## src/common/spifc_pkg.sv

```systemverilog
// Purpose: shared constants of the spi fifo controller
// Assumes: byte-wide register port, mode 0 serial timing
// Notes: offsets are register addresses on the plain port
package spifc_pkg;
  // register addresses
  localparam logic [7:0] ADDR_CONFIG = 8'hA1;
  localparam logic [7:0] ADDR_STATUS = 8'hA3;
  localparam logic [7:0] ADDR_DATA = 8'hA4;
  localparam logic [7:0] ADDR_CTRL = 8'hA5;
  localparam logic [7:0] ADDR_IRQ_STAT = 8'hA6;
  localparam logic [7:0] ADDR_IRQ_CLR = 8'hA7;
  localparam logic [7:0] ADDR_IRQ_EN = 8'hA8;
  // values after reset
  localparam logic [7:0] CONFIG_RESET = 8'h20;
  localparam logic [3:0] FLAGS_RESET = 4'h0;
  localparam logic [1:0] CTRL_RESET = 2'h0;
  localparam logic [3:0] IRQ_EN_RESET = 4'h0;
  localparam logic [2:0] SYNC_RESET = 3'h2;
  // spi_config fields
  localparam int CFG_DIR = 0;
  localparam int CFG_RATE_LSB = 1;
  localparam int CFG_FLUSH = 5;
  localparam int CFG_THR_LSB = 6;
  // spi_status flag fields, also irq bit order shifted down by 4
  localparam int ST_DONE = 7;
  localparam int ST_RX_OVERRUN_FLAG = 6;
  localparam int ST_TX_OVERFLOW_FLAG = 5;
  localparam int ST_TX_UNDERRUN_FLAG = 4;
  // control register fields
  localparam int CTRL_EN = 0;
  localparam int CTRL_MASTER = 1;
  // half periods of the serial clock, in core cycles, code 7 first
  localparam logic [63:0] HALF_TABLE = {8'h80, 8'h20, 8'h10, 8'h0C, 8'h08, 8'h04, 8'h03, 8'h02};
  // counts
  localparam int BYTE_BITS = 8;
  localparam int FIFO_DEPTH = 4;
  localparam logic [2:0] LAST_BIT = 3'h7;
  // master engine states
  typedef enum logic {IDLE, RUN} spifc_state_type;
endpackage

```

## src/common/spifc_fifo_if.sv

```systemverilog
// Purpose: carrier between the controller and one byte fifo
// Assumes: single clock, fill and drain from the same block
// Notes: pop_data shows the head entry while not empty
`timescale 1ns/1ps
`default_nettype none
interface spifc_fifo_if #(parameter int WIDTH = 8);
  logic push;
  logic [WIDTH-1:0] push_data;
  logic pop;
  logic [WIDTH-1:0] pop_data;
  logic full;
  logic empty;
  logic flush;
  modport store (input push, input push_data, input pop, input flush,
                 output pop_data, output full, output empty);
  modport user (output push, output push_data, output pop, output flush,
                input pop_data, input full, input empty);
endinterface
`default_nettype wire

```

## src/verilog/spifc_top.sv

```systemverilog
// Purpose: spi master/slave controller with byte fifos
// Assumes: serial mode 0, sck below core clock / 8 as slave
// Notes: one level interrupt, registers on a plain port
//
// Overview of operation
// - interrupt after 1, 2, 3 or 4 bytes, set by threshold code 00 to 11
// - flush bit empties and restarts both fifos, dropping their bytes
// - master sck divider: code 000 by 4, 001 by 6, 010 by 8
// - bit order bit 1 shifts msb first, 0 shifts lsb first
// - done flag set when the byte count reaches the threshold, cleared by writing 0 or disabling
// - byte arriving with receive fifo full sets overrun flag and interrupt
// - receive empty status reads 1 when receive fifo holds nothing
// - transmit full status reads 1 when transmit fifo has no room
// - transmit empty status reads 1 when transmit fifo holds nothing
// - data register read pops receive fifo, write pushes transmit fifo
`timescale 1ns/1ps
`default_nettype none
module spifc_top #(
  parameter int DEPTH = spifc_pkg::FIFO_DEPTH
) (
  // clock, reset, enable
  input wire logic CORE_CLK,
  input wire logic NRST,
  input wire logic CE,
  // register port
  input wire logic [7:0] REG_ADDR,
  input wire logic [7:0] REG_WDATA,
  input wire logic REG_WR,
  input wire logic REG_RD,
  output logic [7:0] REG_RDATA,
  // serial clock pin
  input wire logic SCK_IN,
  output logic SCK_OUT,
  output logic SCK_OE_N,
  // select pin, active low
  input wire logic SSN_IN,
  output logic SSN_OUT,
  output logic SSN_OE_N,
  // data pins
  input wire logic SDI,
  output logic SDO,
  output logic SDO_OE_N,
  // interrupt
  output logic IRQ
);
  ////////////////////////////////////////////////////////////////
  // registers
  logic [7:0] spi_config;
  logic [3:0] flags;
  logic [1:0] ctrl;
  logic [3:0] irq_status;
  logic [3:0] irq_enable;

  // serial engine state
  spifc_pkg::spifc_state_type state;
  logic [7:0] half_cnt;
  logic [2:0] bit_cnt;
  logic [1:0] byte_cnt;
  logic [7:0] tx_shift;
  logic [7:0] rx_shift;
  logic sck_q;
  logic ssn_q;

  // pin synchronisers, order {sdi, ssn, sck}
  logic [2:0] sync1;
  logic [2:0] sync2;
  logic [2:0] sync_prev;
  wire [2:0] pins_in = {SDI, SSN_IN, SCK_IN};

  spifc_fifo_if #(.WIDTH(8)) tx_if ();
  spifc_fifo_if #(.WIDTH(8)) rx_if ();

  spifc_fifo #(.WIDTH(8), .DEPTH(DEPTH)) u_tx_fifo (
    .clk(CORE_CLK),
    .rst_n(NRST),
    .ce(CE),
    .port(tx_if.store)
  );

  spifc_fifo #(.WIDTH(8), .DEPTH(DEPTH)) u_rx_fifo (
    .clk(CORE_CLK),
    .rst_n(NRST),
    .ce(CE),
    .port(rx_if.store)
  );

  ////////////////////////////////////////////////////////////////
  // configuration decode
  wire enabled = ctrl[spifc_pkg::CTRL_EN];
  wire master = enabled & ctrl[spifc_pkg::CTRL_MASTER];
  wire slave = enabled & ~ctrl[spifc_pkg::CTRL_MASTER];
  wire msb_first = spi_config[spifc_pkg::CFG_DIR];
  wire flush = spi_config[spifc_pkg::CFG_FLUSH];
  wire [2:0] rate_sel = spi_config[spifc_pkg::CFG_RATE_LSB +: 3];
  wire [1:0] thr = spi_config[spifc_pkg::CFG_THR_LSB +: 2];
  wire [7:0] half_div = spifc_pkg::HALF_TABLE[{rate_sel, 3'h0} +: 8];

  // register port decode
  wire sel_config = (REG_ADDR == spifc_pkg::ADDR_CONFIG);
  wire sel_status = (REG_ADDR == spifc_pkg::ADDR_STATUS);
  wire sel_data = (REG_ADDR == spifc_pkg::ADDR_DATA);
  wire sel_ctrl = (REG_ADDR == spifc_pkg::ADDR_CTRL);
  wire sel_irq_stat = (REG_ADDR == spifc_pkg::ADDR_IRQ_STAT);
  wire sel_irq_clr = (REG_ADDR == spifc_pkg::ADDR_IRQ_CLR);
  wire sel_irq_en = (REG_ADDR == spifc_pkg::ADDR_IRQ_EN);
  wire wr_config = REG_WR & sel_config;
  wire wr_status = REG_WR & sel_status;
  wire wr_data = REG_WR & sel_data;
  wire wr_ctrl = REG_WR & sel_ctrl;
  wire wr_irq_clr = REG_WR & sel_irq_clr;
  wire wr_irq_en = REG_WR & sel_irq_en;
  wire rd_data = REG_RD & sel_data;

  ////////////////////////////////////////////////////////////////
  // synchronised pin view and edges
  wire sck_s = sync2[0];
  wire ssn_s = sync2[1];
  wire sdi_s = sync2[2];
  wire sck_rise = sck_s & ~sync_prev[0];
  wire sck_fall = ~sck_s & sync_prev[0];
  wire ssn_fall = ~ssn_s & sync_prev[1];
  // slave relies on sck slow enough to survive the synchroniser
  wire s_sample = slave & ~ssn_s & sck_rise;
  wire s_shift = slave & ~ssn_s & sck_fall;
  wire s_load = slave & ssn_fall;

  // master timing
  wire half_done = (state == spifc_pkg::RUN) && (half_cnt == half_div - 8'h01);
  wire m_sample = master & half_done & sck_q; // late read hides the two-cycle sdi synchroniser
  wire m_shift = master & half_done & sck_q;
  wire m_start = master & (state == spifc_pkg::IDLE) & ~tx_if.empty & ~flush;
  wire byte_edge = (bit_cnt == 3'h0);
  wire m_stop = m_shift & (bit_cnt == spifc_pkg::LAST_BIT) & tx_if.empty;

  // shared sample and shift events
  wire sample = m_sample | s_sample;
  wire shift = m_shift | s_shift;
  wire last_bit = sample & (bit_cnt == spifc_pkg::LAST_BIT);
  wire load = m_start | (m_shift & last_bit & ~tx_if.empty) | s_load | (s_shift & byte_edge);
  wire underrun = load & tx_if.empty & slave;
  wire [7:0] rx_byte = msb_first ? {rx_shift[6:0], sdi_s} : {sdi_s, rx_shift[7:1]};
  wire [7:0] tx_next = msb_first ? {tx_shift[6:0], 1'b0} : {1'b0, tx_shift[7:1]};
  wire tx_bit = msb_first ? tx_shift[7] : tx_shift[0];

  // events
  wire ev_done = last_bit & (byte_cnt == thr);
  wire ev_rx_overrun_flag = last_bit & rx_if.full;
  wire ev_tx_overflow_flag = wr_data & tx_if.full;
  wire [3:0] events = {ev_done, ev_rx_overrun_flag, ev_tx_overflow_flag, underrun};

  ////////////////////////////////////////////////////////////////
  // fifo hookup
  assign tx_if.push = wr_data;
  assign tx_if.push_data = REG_WDATA;
  assign tx_if.pop = load & ~flush;
  assign tx_if.flush = flush;
  assign rx_if.push = last_bit;
  assign rx_if.push_data = rx_byte;
  assign rx_if.pop = rd_data;
  assign rx_if.flush = flush;

  // status and read mux
  wire [7:0] status_rd = {flags, rx_if.full, rx_if.empty, tx_if.full, tx_if.empty};
  wire [7:0] data_rd = rx_if.empty ? 8'h00 : rx_if.pop_data;
  wire [7:0] read_mux = sel_config ? spi_config :
                        sel_status ? status_rd :
                        sel_data ? data_rd :
                        sel_ctrl ? {6'h00, ctrl} :
                        sel_irq_stat ? {4'h0, irq_status} :
                        sel_irq_en ? {4'h0, irq_enable} : 8'h00;

  // status write: a 0 clears a flag, a 1 leaves it; set wins
  wire [3:0] flag_keep = wr_status ? REG_WDATA[7:4] : 4'hF;
  wire [3:0] next_flags = enabled ? ((flags & flag_keep) | events) : spifc_pkg::FLAGS_RESET;
  wire [3:0] next_irq = (irq_status & ~(wr_irq_clr ? REG_WDATA[3:0] : 4'h0)) | events;

  // pins
  assign SCK_OUT = sck_q;
  assign SCK_OE_N = ~master;
  assign SSN_OUT = ssn_q;
  assign SSN_OE_N = ~master;
  assign SDO = tx_bit;
  assign SDO_OE_N = ~(master | (slave & ~ssn_s));
  assign IRQ = |(irq_status & irq_enable);

  ////////////////////////////////////////////////////////////////
  // synchronisers, one per pin
  genvar g;
  generate
    for (g = 0; g < 3; g++) begin : g_sync
      always_ff @(posedge CORE_CLK or negedge NRST) begin
        if (!NRST) begin
          sync1[g] <= spifc_pkg::SYNC_RESET[g];
          sync2[g] <= spifc_pkg::SYNC_RESET[g];
          sync_prev[g] <= spifc_pkg::SYNC_RESET[g];
        end else if (CE) begin
          sync1[g] <= pins_in[g];
          sync2[g] <= sync1[g];
          sync_prev[g] <= sync2[g];
        end
      end
    end
  endgenerate

  ////////////////////////////////////////////////////////////////
  // software registers
  always_ff @(posedge CORE_CLK or negedge NRST) begin
    if (!NRST) begin
      spi_config <= spifc_pkg::CONFIG_RESET;
      ctrl <= spifc_pkg::CTRL_RESET;
      irq_enable <= spifc_pkg::IRQ_EN_RESET;
    end else if (CE) begin
      if (wr_config) spi_config <= REG_WDATA;
      if (wr_ctrl) ctrl <= REG_WDATA[1:0];
      if (wr_irq_en) irq_enable <= REG_WDATA[3:0];
    end
  end

  // flags and sticky interrupt status
  always_ff @(posedge CORE_CLK or negedge NRST) begin
    if (!NRST) begin
      flags <= spifc_pkg::FLAGS_RESET;
      irq_status <= spifc_pkg::FLAGS_RESET;
    end else if (CE) begin
      flags <= next_flags;
      irq_status <= next_irq;
    end
  end

  // read data stands only in the cycle after the strobe
  always_ff @(posedge CORE_CLK or negedge NRST) begin
    if (!NRST) begin
      REG_RDATA <= 8'h00;
    end else if (CE) begin
      REG_RDATA <= REG_RD ? read_mux : 8'h00;
    end
  end

  ////////////////////////////////////////////////////////////////
  // master clock generator and frame
  always_ff @(posedge CORE_CLK or negedge NRST) begin
    if (!NRST) begin
      state <= spifc_pkg::IDLE;
      half_cnt <= 8'h00;
      sck_q <= 1'b0;
      ssn_q <= 1'b1;
    end else if (CE) begin
      if (!master || flush) begin
        state <= spifc_pkg::IDLE;
        half_cnt <= 8'h00;
        sck_q <= 1'b0;
        ssn_q <= 1'b1;
      end else begin
        case (state)
          spifc_pkg::IDLE: begin
            if (m_start) begin
              state <= spifc_pkg::RUN;
              ssn_q <= 1'b0;
              half_cnt <= 8'h00;
            end
          end
          spifc_pkg::RUN: begin
            if (half_done) begin
              half_cnt <= 8'h00;
              sck_q <= ~sck_q;
            end else begin
              half_cnt <= half_cnt + 8'h01;
            end
            if (m_stop) begin
              state <= spifc_pkg::IDLE;
              ssn_q <= 1'b1;
            end
          end
          default: begin
            state <= spifc_pkg::IDLE;
          end
        endcase
      end
    end
  end

  ////////////////////////////////////////////////////////////////
  // shifter, shared by both roles
  always_ff @(posedge CORE_CLK or negedge NRST) begin
    if (!NRST) begin
      tx_shift <= 8'h00;
      rx_shift <= 8'h00;
      bit_cnt <= 3'h0;
    end else if (CE) begin
      if (!enabled || flush || (slave && ssn_s)) begin
        bit_cnt <= 3'h0;
      end else begin
        if (sample) begin
          rx_shift <= rx_byte;
          bit_cnt <= bit_cnt + 3'h1;
        end
        // an empty fifo as slave sends zeros
        if (load) begin
          tx_shift <= tx_if.empty ? 8'h00 : tx_if.pop_data;
        end else if (shift) begin
          tx_shift <= tx_next;
        end
      end
    end
  end

  // completed bytes toward the interrupt threshold
  always_ff @(posedge CORE_CLK or negedge NRST) begin
    if (!NRST) begin
      byte_cnt <= 2'h0;
    end else if (CE) begin
      if (!enabled || flush) begin
        byte_cnt <= 2'h0;
      end else if (last_bit) begin
        byte_cnt <= (byte_cnt == thr) ? 2'h0 : byte_cnt + 2'h1;
      end
    end
  end
endmodule // spifc_top
`default_nettype wire

```

## src/verilog/spifc_fifo.sv

```systemverilog
// Purpose: small synchronous byte fifo
// Assumes: DEPTH of 2 or more
// Notes: push when full and pop when empty are ignored
`timescale 1ns/1ps
`default_nettype none
module spifc_fifo #(
  parameter int WIDTH = 8,
  parameter int DEPTH = 4
) (
  // clock, reset, enable
  input wire logic clk,
  input wire logic rst_n,
  input wire logic ce,
  // storage side
  spifc_fifo_if.store port
);
  localparam int AW = $clog2(DEPTH);
  localparam logic [AW-1:0] LAST = AW'(DEPTH - 1);
  localparam logic [AW:0] FULL_COUNT = (AW + 1)'(DEPTH);

  logic [WIDTH-1:0] mem [DEPTH];
  logic [AW-1:0] wr_ptr;
  logic [AW-1:0] rd_ptr;
  logic [AW:0] count;

  wire do_push = port.push & ~port.full;
  wire do_pop = port.pop & ~port.empty;
  wire [AW-1:0] wr_inc = (wr_ptr == LAST) ? '0 : wr_ptr + 1'b1;
  wire [AW-1:0] rd_inc = (rd_ptr == LAST) ? '0 : rd_ptr + 1'b1;
  wire [AW:0] next_count = count + {{AW{1'b0}}, do_push} - {{AW{1'b0}}, do_pop};

  assign port.full = (count == FULL_COUNT);
  assign port.empty = (count == '0);
  assign port.pop_data = mem[rd_ptr];

  ////////////////////////////////////////////////////////////////
  // data array needs no reset: count guards every read
  always_ff @(posedge clk) begin
    if (ce && do_push && !port.flush) begin
      mem[wr_ptr] <= port.push_data;
    end
  end

  always_ff @(posedge clk or negedge rst_n) begin
    if (!rst_n) begin
      wr_ptr <= '0;
      rd_ptr <= '0;
      count <= '0;
    end else if (ce) begin
      if (port.flush) begin
        wr_ptr <= '0;
        rd_ptr <= '0;
        count <= '0;
      end else begin
        if (do_push) wr_ptr <= wr_inc;
        if (do_pop) rd_ptr <= rd_inc;
        count <= next_count;
      end
    end
  end
endmodule // spifc_fifo
`default_nettype wire

```

## config.mk

```make
export PLATFORM = sky130hd
export DESIGN_NAME = spifc_top
export DESIGN_NICKNAME = d
export VERILOG_FILES = /design/src/common/spifc_pkg.sv /design/src/common/spifc_fifo_if.sv /design/src/verilog/spifc_top.sv /design/src/verilog/spifc_fifo.sv
export SDC_FILE = /design/constraint.sdc
export NUM_CORES = 1
export LEC_CHECK = 0
export BUFFER_PORTS_ARGS = -buffer_cell sky130_fd_sc_hd__buf_2
export CORE_ASPECT_RATIO = 1.5
export CORE_MARGIN = 4
export CORE_UTILIZATION = 25
export DETAILED_ROUTE_END_ITERATION = 10
export SYNTH_ARGS = -nofsm -noshare
export SYNTH_HDL_FRONTEND = slang
export SYNTH_SLANG_ARGS = --single-unit
```

## constraint.sdc

```tcl
create_clock -name CORE_CLK -period 5.2 [get_ports CORE_CLK]
set_input_delay 0.78 -clock CORE_CLK [delete_from_list [all_inputs] [get_ports CORE_CLK]]
set_output_delay 0.78 -clock CORE_CLK [all_outputs]
set_load 0.02 [all_outputs]
```

==> results of run 1 <==
==> area by class of cell <==
class	count	area, um2
Inverter	29	108.9
Tap cell	390	488.0
Timing Repair Buffer	44	237.7
Clock inverter	15	145.1
Fill cell	2932	20320
Clock buffer	17	425.4
Sequential cell	148	4030
Multi-Input combinational cell	385	3053
==> sequential cells by signal (all words and copies together), names as in the netlist, 2 cells and up <==
register	cells
ctrl	2
u_tx_fifo.count	3
u_tx_fifo.rd_ptr	2
u_rx_fifo.mem	32
flags	4
u_rx_fifo.rd_ptr	2
byte_cnt	2
u_tx_fifo.wr_ptr	2
spi_config	8
u_rx_fifo.wr_ptr	2
tx_shift	8
half_cnt	8
irq_status	4
sync1	3
sync_prev	2
u_tx_fifo.mem	32
u_rx_fifo.count	3
rx_shift	8
irq_enable	4
bit_cnt	3
REG_RDATA	8
==> worst reg2reg max path, cell delays in order (launching register included) <==
cell,delay (ps)
dfrtp_1,510
or2_2,380
ha_1,270
nor2b_1,170
a211o_1,310
a311oi_4,390
o2111ai_2,230
a21oi_2,170
buf_4,200
nor2b_1,160
ha_1,230
inv_1,50
ha_1,130
inv_1,50
fa_1,370
xnor2_1,180
nor2_1,60
mux2i_1,130
o2bb2ai_1,80
==> metal layers <==
layer	global-route usage (%)	vias to the layer above
met2	21.52	82
met3	2.328	24
li1	-	2279
met4	4.592	0
met1	11.40	2403
met5	0	-
==> synthesized netlist by cell type (4+ instances only) <==
cell type	count	area (um2)
mux2_2	40	450.4
nor2_1	23	86.33
nor2b_1	7	43.79
nand2_1	52	195.2
nor3_1	13	65.06
nand3b_1	4	30.03
and3_1	11	68.82
xnor2_1	5	43.79
ha_1	20	250.2
mux4_2	16	360.4
a22o_1	5	43.79
o21ai_0	25	125.1
nand4_1	4	25.02
buf_1	5	18.77
dfrtp_1	79	1977
nand2b_1	5	31.28
dfstp_2	5	131.4
edfxtp_1	64	1922
nor3b_1	5	37.54
o2bb2ai_1	7	61.31
nand3_1	15	75.07
buf_4	5	37.54
a21o_1	5	37.54
clkbuf_1	18	67.56
inv_1	29	108.9
or2_2	4	25.02
mux2i_1	6	60.06
or3_1	5	31.28
a211o_1	5	43.79
a22oi_1	10	75.07
a21oi_1	28	140.1
mux2_1	7	78.83
nor4_1	4	25.02
==> cells by family (layout without fill, tap and decap cells) <==
family / after synthesis / count (layout)
buf+inv: 60 / 105
compound gates: 121 / 121
xor+xnor: 8 / 8
fa+ha+maj: 22 / 22
flops: 148 / 148
mux: 69 / 69
simple gates: 165 / 165
==> final timing paths <==
kind / cells past startpoint / to / slack, ps / startpoint
min in group CORE_CLK: 1 / REG_RDATA[0] / 480 / REG_RDATA[0]
hold reg to reg: 1 / REG_RDATA[0] / 480 / REG_RDATA[0]
setup reg to reg: 18 / u_tx_fifo.count[2] / 1000 / spi_config[3]
max in group asynchronous: 2 / flags[0] / 3810 / NRST
setup / recovery: 18 / u_tx_fifo.count[2] / 1000 / spi_config[3]
hold / removal: 1 / sync1[0] / 260 / NRST
==> per-stage QoR <==
step / worst slack, ps / cells / instance area, um2
2_1_floorplan: 1205 / 593 / 7337
3_3_place_gp: 1059 / 996 / 7918
3_5_place_dp: 1014 / 996 / 7918
4_1_cts: 1001 / 1028 / 8488
5_1_grt: 610.0 / 1028 / 8488
6_report: 1003 / 1028 / 8488
==> power by group <==
part / switching [W] / total (W) / internal (W)
registers: 0.0000399 / 0.00129 / 0.00125
logic: 0.000126 / 0.000205 / 0.0000791
clock network: 0.000520 / 0.00119 / 0.000669
total: 0.000686 / 0.00269 / 0.00200
==> summary.txt, run 1 <==
Power
  – Maximum VDD drop: roughly 0.00019 V
  – Pwr per Cell Area: between 300 and 400 nW/um2
  – Total power: between 0.002 and 0.003 W
  – Leak: about 3.4 nW

Detailed routing
  – WL met3: 504 um
  – Met1 WL: 6526 um
  – Final wirelength: between 15000 and 20000 um
  – Highest metal used: met4
  – Routed via count: 4788
  – Initial detailed-routing violation count: 260
  – Drt via density: approximately 4.7
  – Pre-antenna DRT Iters: 4
  – DR WL met2: roughly 9900 um
  – DRC: 0
  – Routed WL per cell: 16.85 um
  – Post-DRT Antenna Nets: 0

Final layout
  – Finished Core Util: 29.46%
  – Layout Nets: 671
  – Layout area overhead: 15.69%
  – # diodes: 0
  – Layout cells sized above 1: about a quarter
  – Most frequent cells in the layout: dfrtp_1 (79), edfxtp_1 (64), nand2_1 (52)
  – Most common cell after layout, fill and taps aside: dfrtp_1

Floorplanning
  – Top Ports: 39
  – Die ar.: between 30000 and 40000 um2
  – Chip Height: between 200 and 250 um
  – Rows: 76
  – Die X: approximately 150 um
  – Core area: ~29000 um2
  – Initial core utilization: 25.46%

Synth
  – Yosys cell types: just under 70
  – Async SR Flop Fraction: a little under three fifths
  – Primary FF master, synth: dfrtp_1
  – Synth Area in XOR/XNOR: less than 1%
  – Mapped Nets: approximately 640
  – Main combinational cell family by area after synthesis: multiplexers
  – FF+latch count, synth: 148
  – Synth Area in Compound Gates: about an eighth
  – Cells after Synth: roughly 590
  – Syn Area/Cell: between 10 and 15 um2
  – Synth Area in Simple Gates: a little under an eighth
  – Number of flops mapped to enable cells by yosys: 64
  – Syn. warnings: 0
  – Synthesized-area fraction occupied by adder cells: 3.956%
  – Mux cell area share after synthesis: approximately 13%
  – Sequential share of the synthesized area: between 50 and 60%
  – Mapped cell area: around 7300 um2

Timing
  – Final period util: about 81%
  – Worst Skew: approximately 14 ps
  – Count of final setup violators: 0
  – Period minus WS final: approximately 4200 ps
  – Worst hold margin: between 200 and 300 ps
  – Max Slew Vio Count: 0
  – Unrepaired setup endpoints after global routing: no
  – Setup TNS: 0 ps
  – Fmax: about 240 MHz
  – Hold Fails Final Rpt: 0
  – Max-Slew Margin vs Limit: between 30% and 40%
  – Least-Margin Pin Slew: slightly above 900 ps

Clocking
  – CTS H-tree lvls: 4
  – Clk Tree Root Cell: clkbuf_16
  – # hold bufs at CTS: 0
  – Clk Latency, worst-skew pair: between 400 and 500 ps
  – CTS Buf Count: 17
  – Setup repair bufs after CTS: 0
  – Sink Count: ~150
  – Post_cts resized: 0
  – Clock slew seen by the registers of the worst setup and hold paths: about 60 ps
  – TritonCTS clock tree: built
  – CTS Buffer Depth: 2

Run status
  – Status: finished clean

Critical path
  – Worst path cell trace: or2_2 > ha_1 > nor2b_1 > a211o_1 > a311oi_4 > o2111ai_2 > a21oi_2 > buf_4 > nor2b_1 > ha_1 > inv_1 > ha_1 > inv_1 > fa_1 > xnor2_1 > nor2_1 > mux2i_1 > o2bb2ai_1
  – Startpoint types: register
  – Worst Path Buf+Inv: 3
  – Slowest CP cell: dfrtp_1
  – Kind of critical path: reg -> reg
  – Slowest Stage Delay on Critical Path: 510 ps
  – Crit path max-delay family: compound AO/OA/AOI/OAI gates
  – CP dominant cell by count: ha_1
  – CP max FO: 13
  – Critical path arrival: about 4500 ps
  – Critical Path RT: between 5000 and 6000 ps
  – Critical path endpoint category: register

Global routing
  – Wire length of the first global-routing pass: 27520 um
  – Number of global-route vias before repair: about 5000
  – All-Layer GR Usage: approximately 11%
  – Pin count of the biggest net entering global routing: a little over 60
  – Initial antenna violation count: 0
  – Global route overflow: 0

Place
  – Hpwl dp: around 13000 um
  – Gpl congestion: between 0.8 and 0.9
  – Number of port buffers: 38

Run
  – Max Cap Viol: 0

Min path
  – Hold Path Class: in -> async
Note: power is estimated with default switching activity, not from simulation.
==> run 2, diff against run 1 <==
--- a/config.mk
+++ b/config.mk
@@ -5,6 +5,7 @@
 export SDC_FILE = /design/constraint.sdc
 export NUM_CORES = 1
 export LEC_CHECK = 0
+export ABC_AREA = 1
 export BUFFER_PORTS_ARGS = -buffer_cell sky130_fd_sc_hd__buf_2
 export CORE_ASPECT_RATIO = 1.5
 export CORE_MARGIN = 4
==> constraint.sdc (replaced) <==
create_clock -name CORE_CLK -period 3.7 [get_ports CORE_CLK]
set_input_delay 0.555 -clock CORE_CLK [delete_from_list [all_inputs] [get_ports CORE_CLK]]
set_output_delay 0.555 -clock CORE_CLK [all_outputs]
set_load 0.02 [all_outputs]
==> summary.txt, run 2 <==
Run status
  – Status: finished clean

Clocking
  – Post_cts resized: 0
  – Clk Tree Root Cell: clkbuf_16
  – Clk Latency, worst-skew pair: ~430 ps
  – TritonCTS clock tree: built
  – # hold bufs at CTS: 0
  – CTS Buffer Depth: 2
  – Setup repair bufs after CTS: 0
  – CTS H-tree lvls: 4
  – CTS Buf Count: 17
  – Clock slew seen by the registers of the worst setup and hold paths: around 70 ps
  – Sink Count: between 100 and 150

Final layout
  – Largest regs: u_rx_fifo.mem x32, u_tx_fifo.mem x32
  – Most frequent cells in the layout: nand2_1 (232), inv_1 (92), dfrtp_1 (79), o21ai_0 (79), edfxtp_1 (64)
  – Finished Core Util: between 20 and 30%
  – Most common cell after layout, fill and taps aside: nand2_1
  – Layout cells sized above 1: between 10 and 15%
  – Fillers: 3159
  – Layout area overhead: 16.64%
  – # diodes: 0
  – Layout Nets: a little over 900

Detailed routing
  – Pre-antenna DRT Iters: 5
  – DRC: 0
  – Initial detailed-routing violation count: about 330
  – Final wirelength: roughly 19000 um
  – Routed WL per cell: approximately 15 um
  – Drt via density: between 4 and 5
  – Post-DRT Antenna Nets: 0
  – Routed via count: around 5800

Global routing
  – All-Layer GR Usage: around an eighth
  – Wire length of the first global-routing pass: 31280 um
  – Global route overflow: 0
  – Pin count of the biggest net entering global routing: 59
  – Initial antenna violation count: 0
  – Number of global-route vias before repair: around 6000

Synth
  – Post-synth top area cell: dfrtp_1
  – Primary FF master, synth: dfrtp_1
  – Cells after Synth: 839
  – Syn Area/Cell: ~8.9 um2
  – Sequential share of the synthesized area: 54.02%
  – Mapped cell area: around 7500 um2
  – FF+latch count, synth: 148
  – Number of flops mapped to enable cells by yosys: between 60 and 70
  – Most frequent cell after synthesis: nand2_1
  – Share of the synthesized area in the top cell type: between 20% and 30%
  – Async SR Flop Fraction: 56.76%
  – Syn. warnings: 0
  – Yosys cell types: between 40 and 50
  – Ranking of synthesized cells by area: dfrtp_1 (26%), edfxtp_1 (26%), nand2_1 (12%)
  – Synth cell count leaders: nand2_1 (232), inv_1 (92), dfrtp_1 (79), o21ai_0 (79), edfxtp_1 (64)
  – Mapped Nets: ~890

Floorplanning
  – Top Ports: 39
  – Die ar.: ~33000 um2
  – Die X: between 100 and 150 um
  – Initial core utilization: approximately 25%
  – Rows: 77
  – Core area: around 30000 um2
  – Chip Height: 219.6 um

Critical path
  – Critical path arrival: about 3500 ps
  – Kind of critical path: reg -> reg
  – Critical R2R Launch: spi_config[3]
  – Critical path endpoint category: register
  – Crit path max-delay family: simple AND/OR/NAND/NOR gates
  – Worst path cell trace: nor2_4 > nor2_1 > nand2_1 > ha_1 > inv_1 > nand2_1 > nand2_1 > nor2_1 > nand3_2 > nor2_4 > nand4_2 > nor2_1 > o21bai_1 > nor2_1 > ha_1 > inv_1 > ha_1 > inv_1 > fa_1 > xor2_1 > o22ai_1
  – Worst Path Buf+Inv: 3
  – Slowest Stage Delay on Critical Path: 560 ps
  – R2r setup slk: about 470 ps
  – Slowest CP cell: dfrtp_1
  – R2R Path End: u_tx_fifo.count[2]
  – Critical Path RT: approximately 4000 ps
  – CP dominant cell by count: nor2_1
  – CP max FO: 10
  – FF-to-FF path depth: 21
  – Startpoint types: register

Timing
  – Worst Skew: 15.84 ps
  – Period minus WS final: 3229 ps
  – Unrepaired setup endpoints after global routing: no
  – Setup TNS: 0 ps
  – Fmax: around 310 MHz
  – Max Slew Vio Count: 0
  – Worst hold margin: 182.1 ps
  – Count of final setup violators: 0
  – Final period util: slightly below 90%
  – Max-Slew Margin vs Limit: 48.56%
  – Hold Fails Final Rpt: 0
  – Least-Margin Pin Slew: between 700 and 800 ps

Power
  – Clock network fraction of design power: a little under half
  – Pint: about 0.0027 W
  – Net Sw Frac: around a quarter
  – Reg power frac: between 40% and 50%
  – Combinational power share: roughly 4.6%
  – Net Switching: slightly below 0.0009 W
  – Maximum VDD drop: between 0.0003 and 0.0004 V
  – Leak: 3.850 nW
  – Pwr per Cell Area: 415.8 nW/um2

Place
  – Gpl congestion: between 0.8 and 0.9
  – Hpwl dp: approximately 14000 um
  – Number of port buffers: 38

Min path
  – Hold Path Class: in -> async

Run
  – Max Cap Viol: 0
-- run 2: cells by family (layout without fill, tap and decap cells) --
group | after synthesis | count (layout) | synth area share (%)
XOR/XNOR | 6 | 6 | 0.7043
multiplexers | 2 | 2 | 0.3018
adder cells (fa/ha/maj) | 22 | 22 | 3.891
buffers and inverters | 130 | 189 | 7.161
AO/OA/AOI/OAI | 160 | 160 | 12.41
AND/OR/NAND/NOR | 371 | 371 | 21.52
flip-flops | 148 | 148 | 54.02
-- run 2: cell type report --
class                      count  area, um2  share of cell area (%)
inverter                     101      385.4                   4.428
clock buffer                  17      425.4                   4.889
multi-input combinational    561       2897                   33.29
timing repair buffer          56      327.8                   3.767
clock inverter                15      142.6                   1.639
sequential                   148       4030                   46.31
tap                          395      494.2                   5.679
-- run 2: through the flow --
step           worst slack [ps]  instances  power, W  cell area (um2)
6_report                  471.4       1293  0.003618             8702
2_1_floorplan             786.0        839  0.001871             7461
4_1_cts                   479.9       1293  0.003649             8702
5_1_grt                   174.5       1293  0.003753             8702
3_5_place_dp              476.4       1261  0.001953             8134
3_3_place_gp              528.1       1261  0.001949             8134
-- run 2: per-layer routing --
layer | track usage, % | vias up | wire length (um) | share of wire [%]
met4 | 5.313 | 0 | 456 | 2.4
li1 | - | 2894 | - | -
met5 | 0 | - | 0 | 0
met1 | 13.42 | 2813 | 7438 | 39
met3 | 1.646 | 25 | 575 | 3.0
met2 | 23.02 | 113 | 10640 | 56
-- run 2: how the worst max path moves through the flow --
stage	startpoint	end	slack (ps)	cells after the start
after floorplan	spi_config[3]	u_tx_fifo.count[2]	790	21
after global placement	spi_config[3]	u_tx_fifo.count[2]	530	21
after detailed placement	spi_config[3]	u_tx_fifo.count[2]	480	21
after CTS	spi_config[3]	u_tx_fifo.count[2]	480	21
after global routing	spi_config[3]	u_tx_fifo.count[2]	170	21
final	spi_config[3]	u_tx_fifo.count[2]	470	21
-- run 2: power by group through the flow --
stage          sequential [W]  combinational (W)  clock (W)
2_1_floorplan         0.00178          0.0000929          0
3_3_place_gp          0.00178           0.000167          0
3_5_place_dp          0.00178           0.000171          0
4_1_cts               0.00175           0.000171    0.00173
5_1_grt               0.00175           0.000192    0.00181
6_report              0.00175           0.000168    0.00170
==> run 3, diff against run 2 <==
--- a/config.mk
+++ b/config.mk
@@ -7,10 +7,14 @@
 export LEC_CHECK = 0
 export ABC_AREA = 1
 export BUFFER_PORTS_ARGS = -buffer_cell sky130_fd_sc_hd__buf_2
+export CELL_PAD_IN_SITES_DETAIL_PLACEMENT = 0
+export CELL_PAD_IN_SITES_GLOBAL_PLACEMENT = 1
 export CORE_ASPECT_RATIO = 1.5
 export CORE_MARGIN = 4
 export CORE_UTILIZATION = 25
 export DETAILED_ROUTE_END_ITERATION = 10
+export PLACE_DENSITY_LB_ADDON = 0.1
 export SYNTH_ARGS = -nofsm -noshare
 export SYNTH_HDL_FRONTEND = slang
+export SYNTH_HIERARCHICAL = 1
 export SYNTH_SLANG_ARGS = --single-unit
==> summary.txt, run 3 <==
Run status
  – Status: finished clean

Synth
  – Yosys cell types: 47
  – Mapped cell area: approximately 7800 um2
  – Post-synth top area cell: dfrtp_1
  – Sequential share of the synthesized area: approximately 52%
  – Ranking of synthesized cells by area: dfrtp_1 (25%), edfxtp_1 (25%), nand2_1 (12%)
  – Syn. warnings: 6
  – Most frequent cell after synthesis: nand2_1
  – Cells after Synth: just under 900
  – FF+latch count, synth: 148
  – Mapped Nets: between 900 and 1000
  – Async SR Flop Fraction: about 57%
  – Synth cell count leaders: nand2_1 (247), inv_1 (103), dfrtp_1 (79)
  – Number of flops mapped to enable cells by yosys: 64
  – Primary FF master, synth: dfrtp_1
  – Share of the synthesized area in the top cell type: around a quarter
  – Syn Area/Cell: ~8.8 um2

Critical path
  – Startpoint types: register
  – Critical path arrival: 3680 ps
  – Critical Path RT: ~4000 ps
  – Kind of critical path: reg -> reg
  – CP dominant cell by count: inv_1
  – Critical path endpoint category: register
  – CP max FO: 4
  – Slowest CP cell: dfrtp_1
  – Slowest Stage Delay on Critical Path: about 420 ps

Power
  – Net Switching: between 0.001 and 0.0015 W
  – Net Sw Frac: 26.22%
  – Pwr per Cell Area: 446.1 nW/um2
  – Leak: around 4.1 nW
  – Pint: roughly 0.003 W
  – Reg power frac: between 40% and 50%
  – Total power: slightly above 0.004 W
  – Combinational power share: 10.4%
  – Maximum VDD drop: 0.0003225 V
  – Clock network fraction of design power: 45.3%

Detailed routing
  – Final wirelength: 22700 um
  – Routed WL per cell: 16.72 um
  – Routed via count: a little under 6000
  – Drt via density: roughly 4.4
  – Initial detailed-routing violation count: approximately 270
  – DRC: 0
  – Post-DRT Antenna Nets: 0
  – Pre-antenna DRT Iters: 4

Final layout
  – Finished Core Util: a little under 30%
  – Fillers: between 3000 and 4000
  – Register Area: around 4000 um2
  – Layout cells sized above 1: between 15 and 20%
  – Largest regs: u_rx_fifo/mem x32, u_tx_fifo/mem x32
  – Most common cell after layout, fill and taps aside: nand2_1
  – Layout area overhead: 16.97%
  – Most frequent cells in the layout: nand2_1 (247), inv_1 (102), dfrtp_1 (79)
  – # diodes: 0
  – Layout Nets: ~990
  – Area of the multi-input gates: between 3000 and 4000 um2

Clocking
  – Clk Latency, worst-skew pair: ~440 ps
  – Clock slew seen by the registers of the worst setup and hold paths: roughly 60 ps
  – CTS Buffer Depth: 2
  – # hold bufs at CTS: 0
  – Sink Count: between 100 and 150
  – Clk Tree Root Cell: clkbuf_16
  – TritonCTS clock tree: built
  – CTS H-tree lvls: 4
  – CTS Buf Count: 17

Place
  – Number of port buffers: 38
  – Gpl congestion: 0.7866
  – Hpwl dp: between 15000 and 20000 um

Timing
  – Least-Margin Pin Slew: ~840 ps
  – Worst Skew: between 10 and 15 ps
  – Max-Slew Margin vs Limit: 44.29%
  – Final period util: 90.88%
  – Count of final setup violators: 0
  – Unrepaired setup endpoints after global routing: no
  – Period minus WS final: ~3400 ps
  – Max Slew Vio Count: 0
  – Fmax: a little under 300 MHz
  – Hold Fails Final Rpt: 0
  – Setup TNS: 0 ps

Floorplanning
  – Rows: between 70 and 80
  – Chip Height: around 220 um
  – Die X: 152.4 um
  – Initial core utilization: 25.26%
  – Top Ports: 39
  – Die ar.: roughly 34000 um2
  – Core area: ~31000 um2

Global routing
  – Global route overflow: 0
  – All-Layer GR Usage: between 10 and 15%
  – Wire length of the first global-routing pass: 36110 um
  – Initial antenna violation count: 0
  – Pin count of the biggest net entering global routing: 56
  – Number of global-route vias before repair: approximately 6300

Run
  – Max Cap Viol: 0

Min path
  – Hold Path Class: in -> async
-- run 3: changes by cell type in the layout (fill, tap and decap cells not counted), moves of 6 or more --
cell / before / now
nor2_2: 2 / 28
o22ai_2: 0 / 16
nand2_1: 232 / 247
a21oi_1: 28 / 15
nand2_2: 5 / 18
inv_1: 92 / 102
a32oi_1: 8 / 0
buf_4: 19 / 26
nand3_1: 38 / 44
nor3_1: 15 / 9
-- run 3: repair_timing --
| action | in CTS | in global routing |
|---|---|---|
| buffers inserted | 0 | 1 |
| hold endpoints to repair | 0 | 0 |
| gates resized for setup | 0 | 1 |
| endpoints found under the setup margin | 0 | 2 |
-- run 3: critical path: cells and delay by family, from the launching register on --
family | cells | cell delay [ps]
and+or+nand+nor | 13 | 1190
AOI/OAI and AO/OA | 2 | 210
adders and majority gates | 4 | 1020
DFF | 1 | 420
buffers and inverters | 6 | 380
-- run 3: power groups by stage --
stage	combinational, W	clock [W]	sequential, W
2_1_floorplan	0.000289	0	0.00182
3_3_place_gp	0.000442	0	0.00184
3_5_place_dp	0.000441	0	0.00184
4_1_cts	0.000441	0.00192	0.00180
5_1_grt	0.000488	0.00199	0.00181
6_report	0.000425	0.00185	0.00180
-- run 3: through the flow --
stage	area, um2	hold WS (ps)	setup WS [ps]	std cells
after global placement	8513	458.9	249.7	1325
after detailed placement	8513	455.7	226.6	1325
after global routing	9140	257.7	34.79	1358
after CTS	9133	228.9	237.8	1357
after floorplan	7814	259.4	417.3	884
final	9140	204.1	337.4	1358
-- run 3: area by class of cell --
type	instances	area share, %
flip-flops and latches	148	44.09
well taps	405	5.544
inverters	117	4.969
clock buffers	20	4.778
multi-input cells	593	34.46
clock inverters	12	1.999
repair buffers	63	4.162
-- run 3: logic make-up after synthesis --
| group | after synthesis | share of synthesized area (%) |
|---|---|---|
| fa+ha+maj | 22 | 3.715 |
| mux | 2 | 0.2882 |
| xor+xnor | 5 | 0.5606 |
| simple gates | 421 | 24.07 |
| compound gates | 143 | 11.67 |
| flops | 148 | 51.58 |
| buf+inv | 143 | 8.119 |
-- run 3: final timing paths --
kind,endpoint,start,slack [ps],cells after the start
setup / recovery,u_tx_fifo/count[2],spi_config[2],340,25
hold / removal,u_tx_fifo/wr_ptr[0],NRST,200,1
setup reg to reg,u_tx_fifo/count[2],spi_config[2],340,25
hold reg to reg,sync1[1],sync1[1],470,2
max in group asynchronous,sync_prev[1],NRST,2700,2
min in group CORE_CLK,sync1[1],SSN_IN,310,3
-- run 3: per-layer routing --
layer	wire length, um	track usage [%]	vias up
met4	445	4.643	0
li1	-	-	3004
met5	0	0	-
met1	9162	15.34	2844
met3	395	2.425	22
met2	12700	26.72	54
